<file path="config.mk">
export PLATFORM = sky130hd
export DESIGN_NAME = clb_core_local_io
export DESIGN_NICKNAME = d
export VERILOG_FILES = /design/src/design/clb_pkg.sv /design/src/design/clb_core_local_io.sv
export SDC_FILE = /design/constraint.sdc
export NUM_CORES = 1
export LEC_CHECK = 0
export BUFFER_PORTS_ARGS = -buffer_cell sky130_fd_sc_hd__clkbuf_2
export CORE_ASPECT_RATIO = 1.25
export CORE_MARGIN = 2
export CORE_UTILIZATION = 40
export CTS_BUF_LIST = sky130_fd_sc_hd__clkbuf_4 sky130_fd_sc_hd__clkbuf_8
export DETAILED_ROUTE_END_ITERATION = 12
export SYNTH_ARGS = -nofsm -noshare
export SYNTH_HDL_FRONTEND = slang
export SYNTH_SLANG_ARGS = --single-unit
</file>
<file path="constraint.sdc">
create_clock -name clk_i -period 3.1 [get_ports clk_i]
set_input_delay 0.62 -clock clk_i [delete_from_list [all_inputs] [get_ports clk_i]]
set_output_delay 0.62 -clock clk_i [all_outputs]
set_load 0.005 [all_outputs]
</file>
<file path="src/design/clb_pkg.sv">
package clb_pkg;

  // ----------------------------------------
  // widths
  // ----------------------------------------
  localparam int unsigned MAIN_W = 30;
  localparam int unsigned FLASH_W = 6;

  // ----------------------------------------
  // register byte offsets
  // ----------------------------------------
  localparam logic [7:0] OFS_CORE_IDENTITY = 8'h00;
  localparam logic [7:0] OFS_MAIN_PIN_INPUT = 8'h04;
  localparam logic [7:0] OFS_FLASH_PIN_INPUT = 8'h08;
  localparam logic [7:0] OFS_MAIN_PIN_LEVEL = 8'h10;
  localparam logic [7:0] OFS_MAIN_PIN_LEVEL_SET = 8'h14;
  localparam logic [7:0] OFS_MAIN_PIN_LEVEL_CLEAR = 8'h18;
  localparam logic [7:0] OFS_MAIN_PIN_LEVEL_TOGGLE = 8'h1c;
  localparam logic [7:0] OFS_MAIN_PIN_DRIVE_ENABLE = 8'h20;
  localparam logic [7:0] OFS_MAIN_PIN_DRIVE_ENABLE_SET = 8'h24;
  localparam logic [7:0] OFS_MAIN_PIN_DRIVE_ENABLE_CLEAR = 8'h28;
  localparam logic [7:0] OFS_MAIN_PIN_DRIVE_ENABLE_TOGGLE = 8'h2c;
  localparam logic [7:0] OFS_FLASH_PIN_LEVEL = 8'h30;
  localparam logic [7:0] OFS_FLASH_PIN_LEVEL_SET = 8'h34;
  localparam logic [7:0] OFS_FLASH_PIN_LEVEL_CLEAR = 8'h38;
  localparam logic [7:0] OFS_FLASH_PIN_LEVEL_TOGGLE = 8'h3c;

  // ----------------------------------------
  // address fields: group in [7:4], alias in [3:2]
  // ----------------------------------------
  localparam logic [3:0] GRP_MAIN_LEVEL = 4'h1;
  localparam logic [3:0] GRP_MAIN_DRIVE = 4'h2;
  localparam logic [3:0] GRP_FLASH_LEVEL = 4'h3;
  localparam logic [1:0] OP_WRITE = 2'h0;
  localparam logic [1:0] OP_SET = 2'h1;
  localparam logic [1:0] OP_CLEAR = 2'h2;
  localparam logic [1:0] OP_TOGGLE = 2'h3;

  // ----------------------------------------
  // values
  // ----------------------------------------
  localparam logic [31:0] CORE0_ID = 32'h0000_0000;
  localparam logic [31:0] CORE1_ID = 32'h0000_0001;
  localparam logic [31:0] MAIN_MASK = 32'h3fff_ffff;
  localparam logic [31:0] FLASH_MASK = 32'h0000_003f;
  localparam logic [31:0] LEVEL_RESET = 32'h0000_0000;
  localparam logic [31:0] DRIVE_RESET = 32'h0000_0000;
  localparam logic [31:0] UNMAPPED_DATA = 32'h0000_0000;

  // ----------------------------------------
  // types
  // ----------------------------------------
  typedef struct packed {
    logic cyc;
    logic stb;
    logic we;
    logic [7:0] adr;
    logic [3:0] sel;
    logic [31:0] dat;
  } clb_wb_req_type;

  typedef struct packed {
    logic ack;
    logic [31:0] dat;
  } clb_wb_rsp_type;

  typedef enum logic [1:0] {
    CLB_IDLE = 2'b01,
    CLB_ACK = 2'b10
  } clb_bus_state_type;

endpackage

</file>
<file path="src/design/clb_core_local_io.sv">
// Overview of operation
// [RULE1] core identity reads 0 for core 0 and 1 for core 1
// [RULE2] main pin input is read-only, 30 pin levels in bits 29:0
// [RULE3] flash pin input read-only, bits 5:0: clock, select, data 0-3
// [RULE4] level bit 1 drives pin high, 0 drives it low, both groups
// [RULE5] level registers read back stored value, not the pin levels
// [RULE6] same-cycle writes from both cores: core 0 first, then core 1
// [RULE7] main level set alias ORs written ones into the level register
// [RULE8] main level clear alias clears bits written as one
// [RULE9] main level toggle alias inverts bits written as one
// [RULE10] drive enable bit 1 makes pin output, 0 input; reset zero
// [RULE11] drive enable register reads back its stored value
// [RULE12] drive enable set, clear, toggle aliases act atomically
// [RULE13] flash level set, clear, toggle aliases act on bits 5:0
// [RULE14] reserved bits and write-only aliases read as zero
//
// Implementation choice: the Wishbone slave port.
`timescale 1ns/10ps
`default_nettype none

module clb_core_local_io (
  input wire logic clk_i,
  input wire logic rst_i,
  input wire clb_pkg::clb_wb_req_type core0_wb_i,
  output var clb_pkg::clb_wb_rsp_type core0_wb_o,
  input wire clb_pkg::clb_wb_req_type core1_wb_i,
  output var clb_pkg::clb_wb_rsp_type core1_wb_o,
  input wire logic [29:0] main_pin_in_i,
  input wire logic [5:0] flash_pin_in_i,
  output logic [29:0] main_pin_level_o,
  output logic [29:0] main_pin_drive_enable_o,
  output logic [5:0] flash_pin_level_o
);

  // ----------------------------------------
  // functions
  // ----------------------------------------
  function automatic logic [31:0] byte_mask(
    input logic [3:0] sel
  );
    logic [31:0] m;
    m = 32'h0000_0000;
    for (int b = 0; b < 4; b++) begin
      m[b*8 +: 8] = {8{sel[b]}};
    end
    return m;
  endfunction

  function automatic logic [31:0] apply_write(
    input logic [31:0] cur,
    input logic [1:0] op,
    input logic [31:0] dat,
    input logic [3:0] sel
  );
    logic [31:0] m;
    logic [31:0] d;
    m = byte_mask(sel);
    d = dat & m;
    case (op)
      clb_pkg::OP_WRITE: apply_write = (cur & ~m) | d;
      clb_pkg::OP_SET: apply_write = cur | d;
      clb_pkg::OP_CLEAR: apply_write = cur & ~d;
      clb_pkg::OP_TOGGLE: apply_write = cur ^ d;
      default: apply_write = cur;
    endcase
  endfunction

  function automatic logic hits_group(
    input logic [7:0] adr,
    input logic [3:0] grp
  );
    return (adr[7:4] == grp) && (adr[1:0] == 2'b00);
  endfunction

  // ----------------------------------------
  // bus request view
  // ----------------------------------------
  clb_pkg::clb_wb_req_type req [2];
  clb_pkg::clb_bus_state_type state_ff [2];
  clb_pkg::clb_bus_state_type nxt_state [2];
  logic [31:0] rdat_ff [2];
  logic [31:0] nxt_rdat [2];
  logic take [2];
  logic wr [2];
  logic [31:0] main_level_ff;
  logic [31:0] main_drive_ff;
  logic [31:0] flash_level_ff;
  logic [31:0] nxt_main_level;
  logic [31:0] nxt_main_drive;
  logic [31:0] nxt_flash_level;

  assign req[0] = core0_wb_i;
  assign req[1] = core1_wb_i;

  always_comb begin
    for (int c = 0; c < 2; c++) begin
      take[c] = req[c].cyc && req[c].stb && (state_ff[c] == clb_pkg::CLB_IDLE);
      wr[c] = take[c] && req[c].we;
    end
  end

  // ----------------------------------------
  // bus handshake, one wait state
  // ----------------------------------------
  always_comb begin
    for (int c = 0; c < 2; c++) begin
      case (state_ff[c])
        clb_pkg::CLB_IDLE: begin
          nxt_state[c] = take[c] ? clb_pkg::CLB_ACK : clb_pkg::CLB_IDLE;
        end
        clb_pkg::CLB_ACK: begin
          nxt_state[c] = clb_pkg::CLB_IDLE;
        end
        default: begin
          nxt_state[c] = clb_pkg::CLB_IDLE;
        end
      endcase
    end
  end

  always_ff @(posedge clk_i) begin
    for (int c = 0; c < 2; c++) begin
      if (rst_i) begin
        state_ff[c] <= clb_pkg::CLB_IDLE;
      end else begin
        state_ff[c] <= nxt_state[c];
      end
    end
  end

  // ----------------------------------------
  // read data
  // ----------------------------------------
  always_comb begin
    for (int c = 0; c < 2; c++) begin
      case (req[c].adr)
        clb_pkg::OFS_CORE_IDENTITY: begin
          nxt_rdat[c] = (c == 0) ? clb_pkg::CORE0_ID : clb_pkg::CORE1_ID; // [RULE1]
        end
        clb_pkg::OFS_MAIN_PIN_INPUT: begin
          nxt_rdat[c] = {2'b00, main_pin_in_i}; // [RULE2]
        end
        clb_pkg::OFS_FLASH_PIN_INPUT: begin
          nxt_rdat[c] = {26'h0, flash_pin_in_i}; // [RULE3]
        end
        clb_pkg::OFS_MAIN_PIN_LEVEL: begin
          nxt_rdat[c] = main_level_ff; // [RULE5]
        end
        clb_pkg::OFS_MAIN_PIN_DRIVE_ENABLE: begin
          nxt_rdat[c] = main_drive_ff; // [RULE11]
        end
        clb_pkg::OFS_FLASH_PIN_LEVEL: begin
          nxt_rdat[c] = flash_level_ff; // [RULE5]
        end
        default: begin
          nxt_rdat[c] = clb_pkg::UNMAPPED_DATA; // [RULE14]
        end
      endcase
    end
  end

  always_ff @(posedge clk_i) begin
    for (int c = 0; c < 2; c++) begin
      if (rst_i) begin
        rdat_ff[c] <= clb_pkg::UNMAPPED_DATA;
      end else if (take[c] && !req[c].we) begin
        rdat_ff[c] <= nxt_rdat[c];
      end else if (take[c]) begin
        rdat_ff[c] <= clb_pkg::UNMAPPED_DATA;
      end
    end
  end

  assign core0_wb_o = '{ack: (state_ff[0] == clb_pkg::CLB_ACK), dat: rdat_ff[0]};
  assign core1_wb_o = '{ack: (state_ff[1] == clb_pkg::CLB_ACK), dat: rdat_ff[1]};

  // ----------------------------------------
  // register updates, core 0 applied first
  // ----------------------------------------
  always_comb begin
    nxt_main_level = main_level_ff;
    nxt_main_drive = main_drive_ff;
    nxt_flash_level = flash_level_ff;
    for (int c = 0; c < 2; c++) begin // [RULE6]
      if (wr[c] && hits_group(req[c].adr, clb_pkg::GRP_MAIN_LEVEL)) begin
        nxt_main_level = apply_write(nxt_main_level, req[c].adr[3:2],
          req[c].dat, req[c].sel); // [RULE7] [RULE8] [RULE9]
      end
      if (wr[c] && hits_group(req[c].adr, clb_pkg::GRP_MAIN_DRIVE)) begin
        nxt_main_drive = apply_write(nxt_main_drive, req[c].adr[3:2],
          req[c].dat, req[c].sel); // [RULE12]
      end
      if (wr[c] && hits_group(req[c].adr, clb_pkg::GRP_FLASH_LEVEL)) begin
        nxt_flash_level = apply_write(nxt_flash_level, req[c].adr[3:2],
          req[c].dat, req[c].sel); // [RULE13]
      end
    end
    nxt_main_level = nxt_main_level & clb_pkg::MAIN_MASK; // [RULE14]
    nxt_main_drive = nxt_main_drive & clb_pkg::MAIN_MASK;
    nxt_flash_level = nxt_flash_level & clb_pkg::FLASH_MASK;
  end

  always_ff @(posedge clk_i) begin
    if (rst_i) begin
      main_level_ff <= clb_pkg::LEVEL_RESET;
    end else begin
      main_level_ff <= nxt_main_level;
    end
  end

  always_ff @(posedge clk_i) begin
    if (rst_i) begin
      main_drive_ff <= clb_pkg::DRIVE_RESET; // [RULE10]
    end else begin
      main_drive_ff <= nxt_main_drive;
    end
  end

  always_ff @(posedge clk_i) begin
    if (rst_i) begin
      flash_level_ff <= clb_pkg::LEVEL_RESET;
    end else begin
      flash_level_ff <= nxt_flash_level;
    end
  end

  // ----------------------------------------
  // pin side
  // ----------------------------------------
  assign main_pin_level_o = main_level_ff[29:0]; // [RULE4]
  assign main_pin_drive_enable_o = main_drive_ff[29:0]; // [RULE10]
  assign flash_pin_level_o = flash_level_ff[5:0]; // [RULE4]

  // ----------------------------------------
  // checks
  // ----------------------------------------
  logic rd0;
  logic rd1;
  logic full0;
  logic full1;
  logic solo0;
  assign rd0 = take[0] && !req[0].we;
  assign rd1 = take[1] && !req[1].we;
  assign full0 = wr[0] && (req[0].sel == 4'hf);
  assign full1 = wr[1] && (req[1].sel == 4'hf);
  assign solo0 = full0 && !wr[1];
endmodule

`default_nettype wire

</file>
Word level (Yosys, flattened, before mapping) --
Memory sizes are Yosys's and may differ from the RTL's. Index checks and enable logic that the tools add are counted.
Cells by class: $add $sub $neg 0, multipliers 0, div/mod/pow operators 0, magnitude comparators 0, eq/ne operators 26, shifts and indexed selects 0, multiplexer cells 41, bitwise gates (word level) 42, reductions and logical operators 27
Operators with widths (count):
- 30-bit case mux with 4 select lines | 4
- 30-bit bitwise AND | 10
- 30-bit two-way mux | 8
- 30-bit OR | 8
- 30-bit case mux with 6 select lines | 1
- 30-bit case mux with 5 select lines | 1
- 30-bit NOT | 4
- 30-bit bitwise XOR | 4
- 6-bit case mux with 4 select lines | 2
- 8-bit by 6-bit == test with 1-bit output, second input constant | 4
- 6-bit bitwise AND | 4
- 6-bit OR | 4
- 1-bit logical AND | 20
- 1-bit two-way mux | 17
- 4-bit by 2-bit == test with 1-bit output, second input constant | 4
- 8-bit by 3-bit == test with 1-bit output, second input constant | 2
- 8-bit by 4-bit == test with 1-bit output, second input constant | 2
- 8-bit by 5-bit == test with 1-bit output, second input constant | 2
- 2-bit == test, second input constant | 6
- 2-bit two-way mux | 6
- 6-bit two-way mux | 2
- 6-bit bitwise XOR | 2
- 2-bit by 1-bit == test with 1-bit output, second input constant | 4
- 4-bit by 1-bit == test with 1-bit output, second input constant | 2
- 4 further kinds | 13
Word-level totals: register bits after elaboration 66, latch bits 0, bits in writable memories 64, ROM bits 0, input port bits 132, memories kept 2
Memory list:
- rdat_ff | depth 2, width 30, rd ports 2, clocked after Yosys merged registers in 0, wr ports 2, line clb_core_local_io.sv:81 | logic [31:0] rdat_ff [2];
- state_ff | depth 2, width 2, rd ports 2, clocked after Yosys merged registers in 0, wr ports 2, line clb_core_local_io.sv:79 | clb_pkg::clb_bus_state_type state_ff [2];

Logic depth before layout (Yosys ltp) --
An unclocked memory read counts as a cell.
depth after elaboration 10, mapped depth 13, mapped depth without buffers 11

Worst setup path before layout --
OpenSTA, ideal clock, no wires.
path kind input -> register, start point in core0_wb_i[37] (netlist name), end point reg main_level_ff[1], setup time 0.117 ns, arrival 2.812 ns, required time 2.983 ns, path slack 0.171 ns, stages on the path 10, buffers on the path 2, path through or4_1 buf_2 or4_4 buf_6 o22a_1 ha_1 nand2_1 o21ai_0 a21oi_1 a32o_1
Between the ends: word-level cells in the longest chain between the ends 8, elaborated cells on any way between the ends 11, classes of those cells mux: 3; bitwise: 5; reduce/logical: 3
RTL lines:
- from (decl) | line clb_core_local_io.sv:24 | input wire clb_pkg::clb_wb_req_type core0_wb_i,
- 2-bit logical NOT (*) | line clb_core_local_io.sv:72 | return (adr[7:4] == grp) && (adr[1:0] == 2'b00);
- 1-bit logical AND (*) | line clb_core_local_io.sv:72
- 1-bit logical AND (*) | line clb_core_local_io.sv:185 | if (wr[c] && hits_group(req[c].adr, clb_pkg::GRP_MAIN_LEVEL)) begin
- 30-bit two-way mux (*) | line clb_core_local_io.sv:185
- 30-bit bitwise AND | line clb_core_local_io.sv:60 | clb_pkg::OP_WRITE: apply_write = (cur & ~m) | d;
- 30-bit OR | line clb_core_local_io.sv:60
- 30-bit case mux with 4 select lines | line clb_core_local_io.sv:59 | case (op)
- 30-bit two-way mux (*) | line clb_core_local_io.sv:185
- to (signal assigned) | line clb_core_local_io.sv:205 | main_level_ff <= clb_pkg::LEVEL_RESET;
- to (signal assigned) | line clb_core_local_io.sv:207 | main_level_ff <= nxt_main_level;
- to (decl) | line clb_core_local_io.sv:85 | logic [31:0] main_level_ff;
Mark *: on every way between the ends. The rest lies on a longest branch, timed or not. A chain may end at the register's enable or synchronous reset.

Final worst setup path --
start point in core0_wb_i[37] (netlist name), end point reg main_level_ff[24]
The elaborated chain is that of the path after synthesis.

==> metrics.log <==
[metrics] H-tree levels: 4
[metrics] initial core utilization: 40.7%
[metrics] final slew viol count: 0
[metrics] length of routed met3 wiring: 3.49 mm
[metrics] worst min-delay path category: primary input to flip-flop
[metrics] number of global-route vias before repair: 11.2k
[metrics] share of synthesized flip-flops with an asynchronous set or reset: 0%
[metrics] setup slack at placement: -0.243 ns
[metrics] remaining antenna violation count after routing: 0
[metrics] maximum resistive drop on vdd: 0.000215 V
[metrics] total DRC errors in the routed layout: 0
[metrics] Setup CP Type: primary input to flip-flop
[metrics] P&R area growth vs syn: 20.0%
[metrics] die outline height: 197 um
[metrics] gate count after technology mapping: 1460
[metrics] I/O pin total: 264
[metrics] quantity of hold-fixing buffers added after cts: 0
[metrics] TritonRoute pass-1 iters: 5
[metrics] number of flip-flops and latches in the synthesized netlist: 130
[metrics] Fin. Hold Viols: 0
[metrics] total overflow reported by the global router: 0
[metrics] area of the core region: 29300 um2
[metrics] Detailed Place HPWL: 31.1 mm
[metrics] setup tns final: 0 ns
[metrics] number of unique standard cell types used by synthesis: 57
[metrics] worst slew pin tran: 1.13 ns
[metrics] average instance area after synthesis: 8.16 um2
[metrics] max-cap viol count: 0
[metrics] clock latency of the later-clocked register in the worst-skew pair: 0.49 ns
[metrics] synth warn: 0
[metrics] final cell count without fillers: 2077
[metrics] Post-synth EDFFs: 60
[metrics] quantity of gates resized following cts: 0
[metrics] Worst Clk Skew: 0.0160 ns
[metrics] # Post-CTS Setup Buffers: 0
[metrics] iteration-0 DRC count of the detailed router: 972
[metrics] die span in x: 158 um
[metrics] overall routing resource usage: 26.8%
[metrics] RSZ-0062 raised after global routing: false
[metrics] antenna violations before repair: 1
[metrics] total clock buffers created by CTS: 17
[metrics] standard-cell row count: 70
[metrics] synthesized cell area: 11900 um2
[metrics] final clock period utilization by the worst path: 92.7%
[metrics] endpoint kind of the worst setup timing path: flip-flop
[metrics] result of the run: finished clean
[metrics] largest net degree at the start of global routing: 98
[metrics] slack of the critical path: 0.226 ns
[metrics] uppermost metal layer occupied by signal nets: met4
[metrics] TritonCTS clock tree: done
[metrics] finished layout cell area: 14300 um2
[metrics] required time at the endpoint of the critical path: 3.52 ns
[metrics] met2 routed wirelength: 19.9 mm
[metrics] highest-count cells in the layout ignoring fill and taps: sky130_fd_sc_hd__clkbuf_2 (251), sky130_fd_sc_hd__nor2_1 (178), sky130_fd_sc_hd__a21oi_1 (158)
[metrics] weighted congestion at the end of routability-driven global placement: 0.919
[metrics] minimum clock period after layout: 2.87 ns
[metrics] Sinks on Clock Net: 130
[metrics] Power per Cell Area: 298 nW/um2
[metrics] most common cell after layout, fill and taps aside: sky130_fd_sc_hd__clkbuf_2
[metrics] number of buffers on the longest clock path: 2
[metrics] worst-case headroom to the max-slew limit: 24.3%
[metrics] sequential element share of the synthesized area: 26.9%
[metrics] metal1 wirelength: 18.4 mm
[metrics] sum of routed wire length over all layers: 43.0 mm
[metrics] number of buffers added on ports: 255
[metrics] layout cell share with drive strength beyond 1: 23.3%
[metrics] first-pass GRT wire length: 64.1 mm
[metrics] clock transition at the registers of the reported paths: 0.08 ns
[metrics] arrival time reported for the critical path endpoint: 3.29 ns
[metrics] Placed Area: 13900 um2
[metrics] total via count after detailed routing: 12.5k
[metrics] Fillers: 2975
[metrics] Final nets: 1931
[metrics] Critical Path Source Type: primary input
[metrics] root buffer cell: sky130_fd_sc_hd__clkbuf_8
[metrics] instance count after placement with tap cells included: 2044
[metrics] CP Max Fanout: 11
[metrics] setup violators final: 0
[metrics] Routed wire per std cell: 20.7 um
[metrics] Avg Vias per Cell: 6.04
[metrics] Main synth FF type: sky130_fd_sc_hd__dfxtp_1
[metrics] Die Footprint: 31200 um2
[metrics] LEAKAGE: 0.00605 uW
[metrics] maximum frequency from static timing analysis: 348 MHz
## power breakdown
part,leakage (uW),switching (uW),internal [uW]
clock network,0.000195,729,820
registers,0.00121,15.6,1830
logic,0.00464,543,330
total,0.00605,1290,2980
## per-stage QoR
| stage | power (uW) | util [%] | hold WS (ns) |
|---|---|---|---|
| global route | 4440 | 48.9 | 0.486 |
| detailed placement | 2750 | 47.5 | 0.688 |
| floorplan | 2410 | - | 0.604 |
| finish | 4270 | 48.9 | 0.482 |
| CTS | 4280 | 48.9 | 0.460 |
| global placement | 2730 | 47.5 | 0.687 |
## cell type report
type,instances,area (um2),area share (%)
Multi-Input combinational cell,1144,8020,56.1
Sequential cell,130,3200,22.4
Timing Repair Buffer,331,2020,14.1
Tap cell,396,495,3.46
Clock buffer,21,264,1.85
Inverter,43,161,1.13
Clock inverter,11,138,0.962
Antenna cell,1,2.50,0.0175
## sequential cells by signal (all words and copies together), names as in the netlist
| name | count |
|---|---|
| rdat_ff | 60 |
| main_drive_ff | 30 |
| state_ff | 4 |
| flash_level_ff | 6 |
| main_level_ff | 30 |
## routing by layer
metal,vias up,track usage (%)
met4,0,8.91
li1,6016,-
met1,5879,36.6
met3,63,3.91
met5,-,0
met2,587,43.2
## cell usage after synthesis, drive strengths merged, types with 38 or more instances
cell type / instances / area [um2]
clkbuf: 123 / 462
a21oi: 158 / 791
nand2: 72 / 270
o22ai: 38 / 238
a22o: 56 / 490
nor4: 67 / 419
nor2: 178 / 668
a211oi: 45 / 338
ha: 132 / 1650
a22oi: 52 / 390
inv: 43 / 161
dfxtp: 70 / 1400
edfxtp: 60 / 1800
and3: 48 / 300
o2bb2ai: 49 / 429
## critical path, cell delays in order
cell,delay [ns]
sky130_fd_sc_hd__clkbuf_2,0.09
sky130_fd_sc_hd__or4_2,0.73
sky130_fd_sc_hd__or4_4,0.68
sky130_fd_sc_hd__buf_4,0.25
sky130_fd_sc_hd__o22ai_1,0.20
sky130_fd_sc_hd__inv_1,0.07
sky130_fd_sc_hd__ha_1,0.27
sky130_fd_sc_hd__a21oi_1,0.14
sky130_fd_sc_hd__a21oi_1,0.08
sky130_fd_sc_hd__o22ai_1,0.15
## path summary, 6_finish.rpt
path	cells past startpoint	slack, ns	start	to
setup reg to reg	9	0.54	state_ff[0][1]	main_level_ff[24]
hold reg to reg	2	0.70	main_drive_ff[3]	rdat_ff[0][3]
setup / recovery	10	0.23	core0_wb_i[37]	main_level_ff[24]
hold / removal	3	0.48	main_pin_in_i[23]	rdat_ff[0][23]
## logic make-up after synthesis
family / count (synthesis) / synth area share, %
DFF: 130 / 26.9
muxes: 31 / 2.67
and+or+nand+nor: 478 / 20.6
AOI/OAI and AO/OA: 498 / 29.7
adders and majority gates: 133 / 13.9
other: 1 / 0.0315
buffers and inverters: 189 / 6.25
Power figures use the tool's default switching activity.
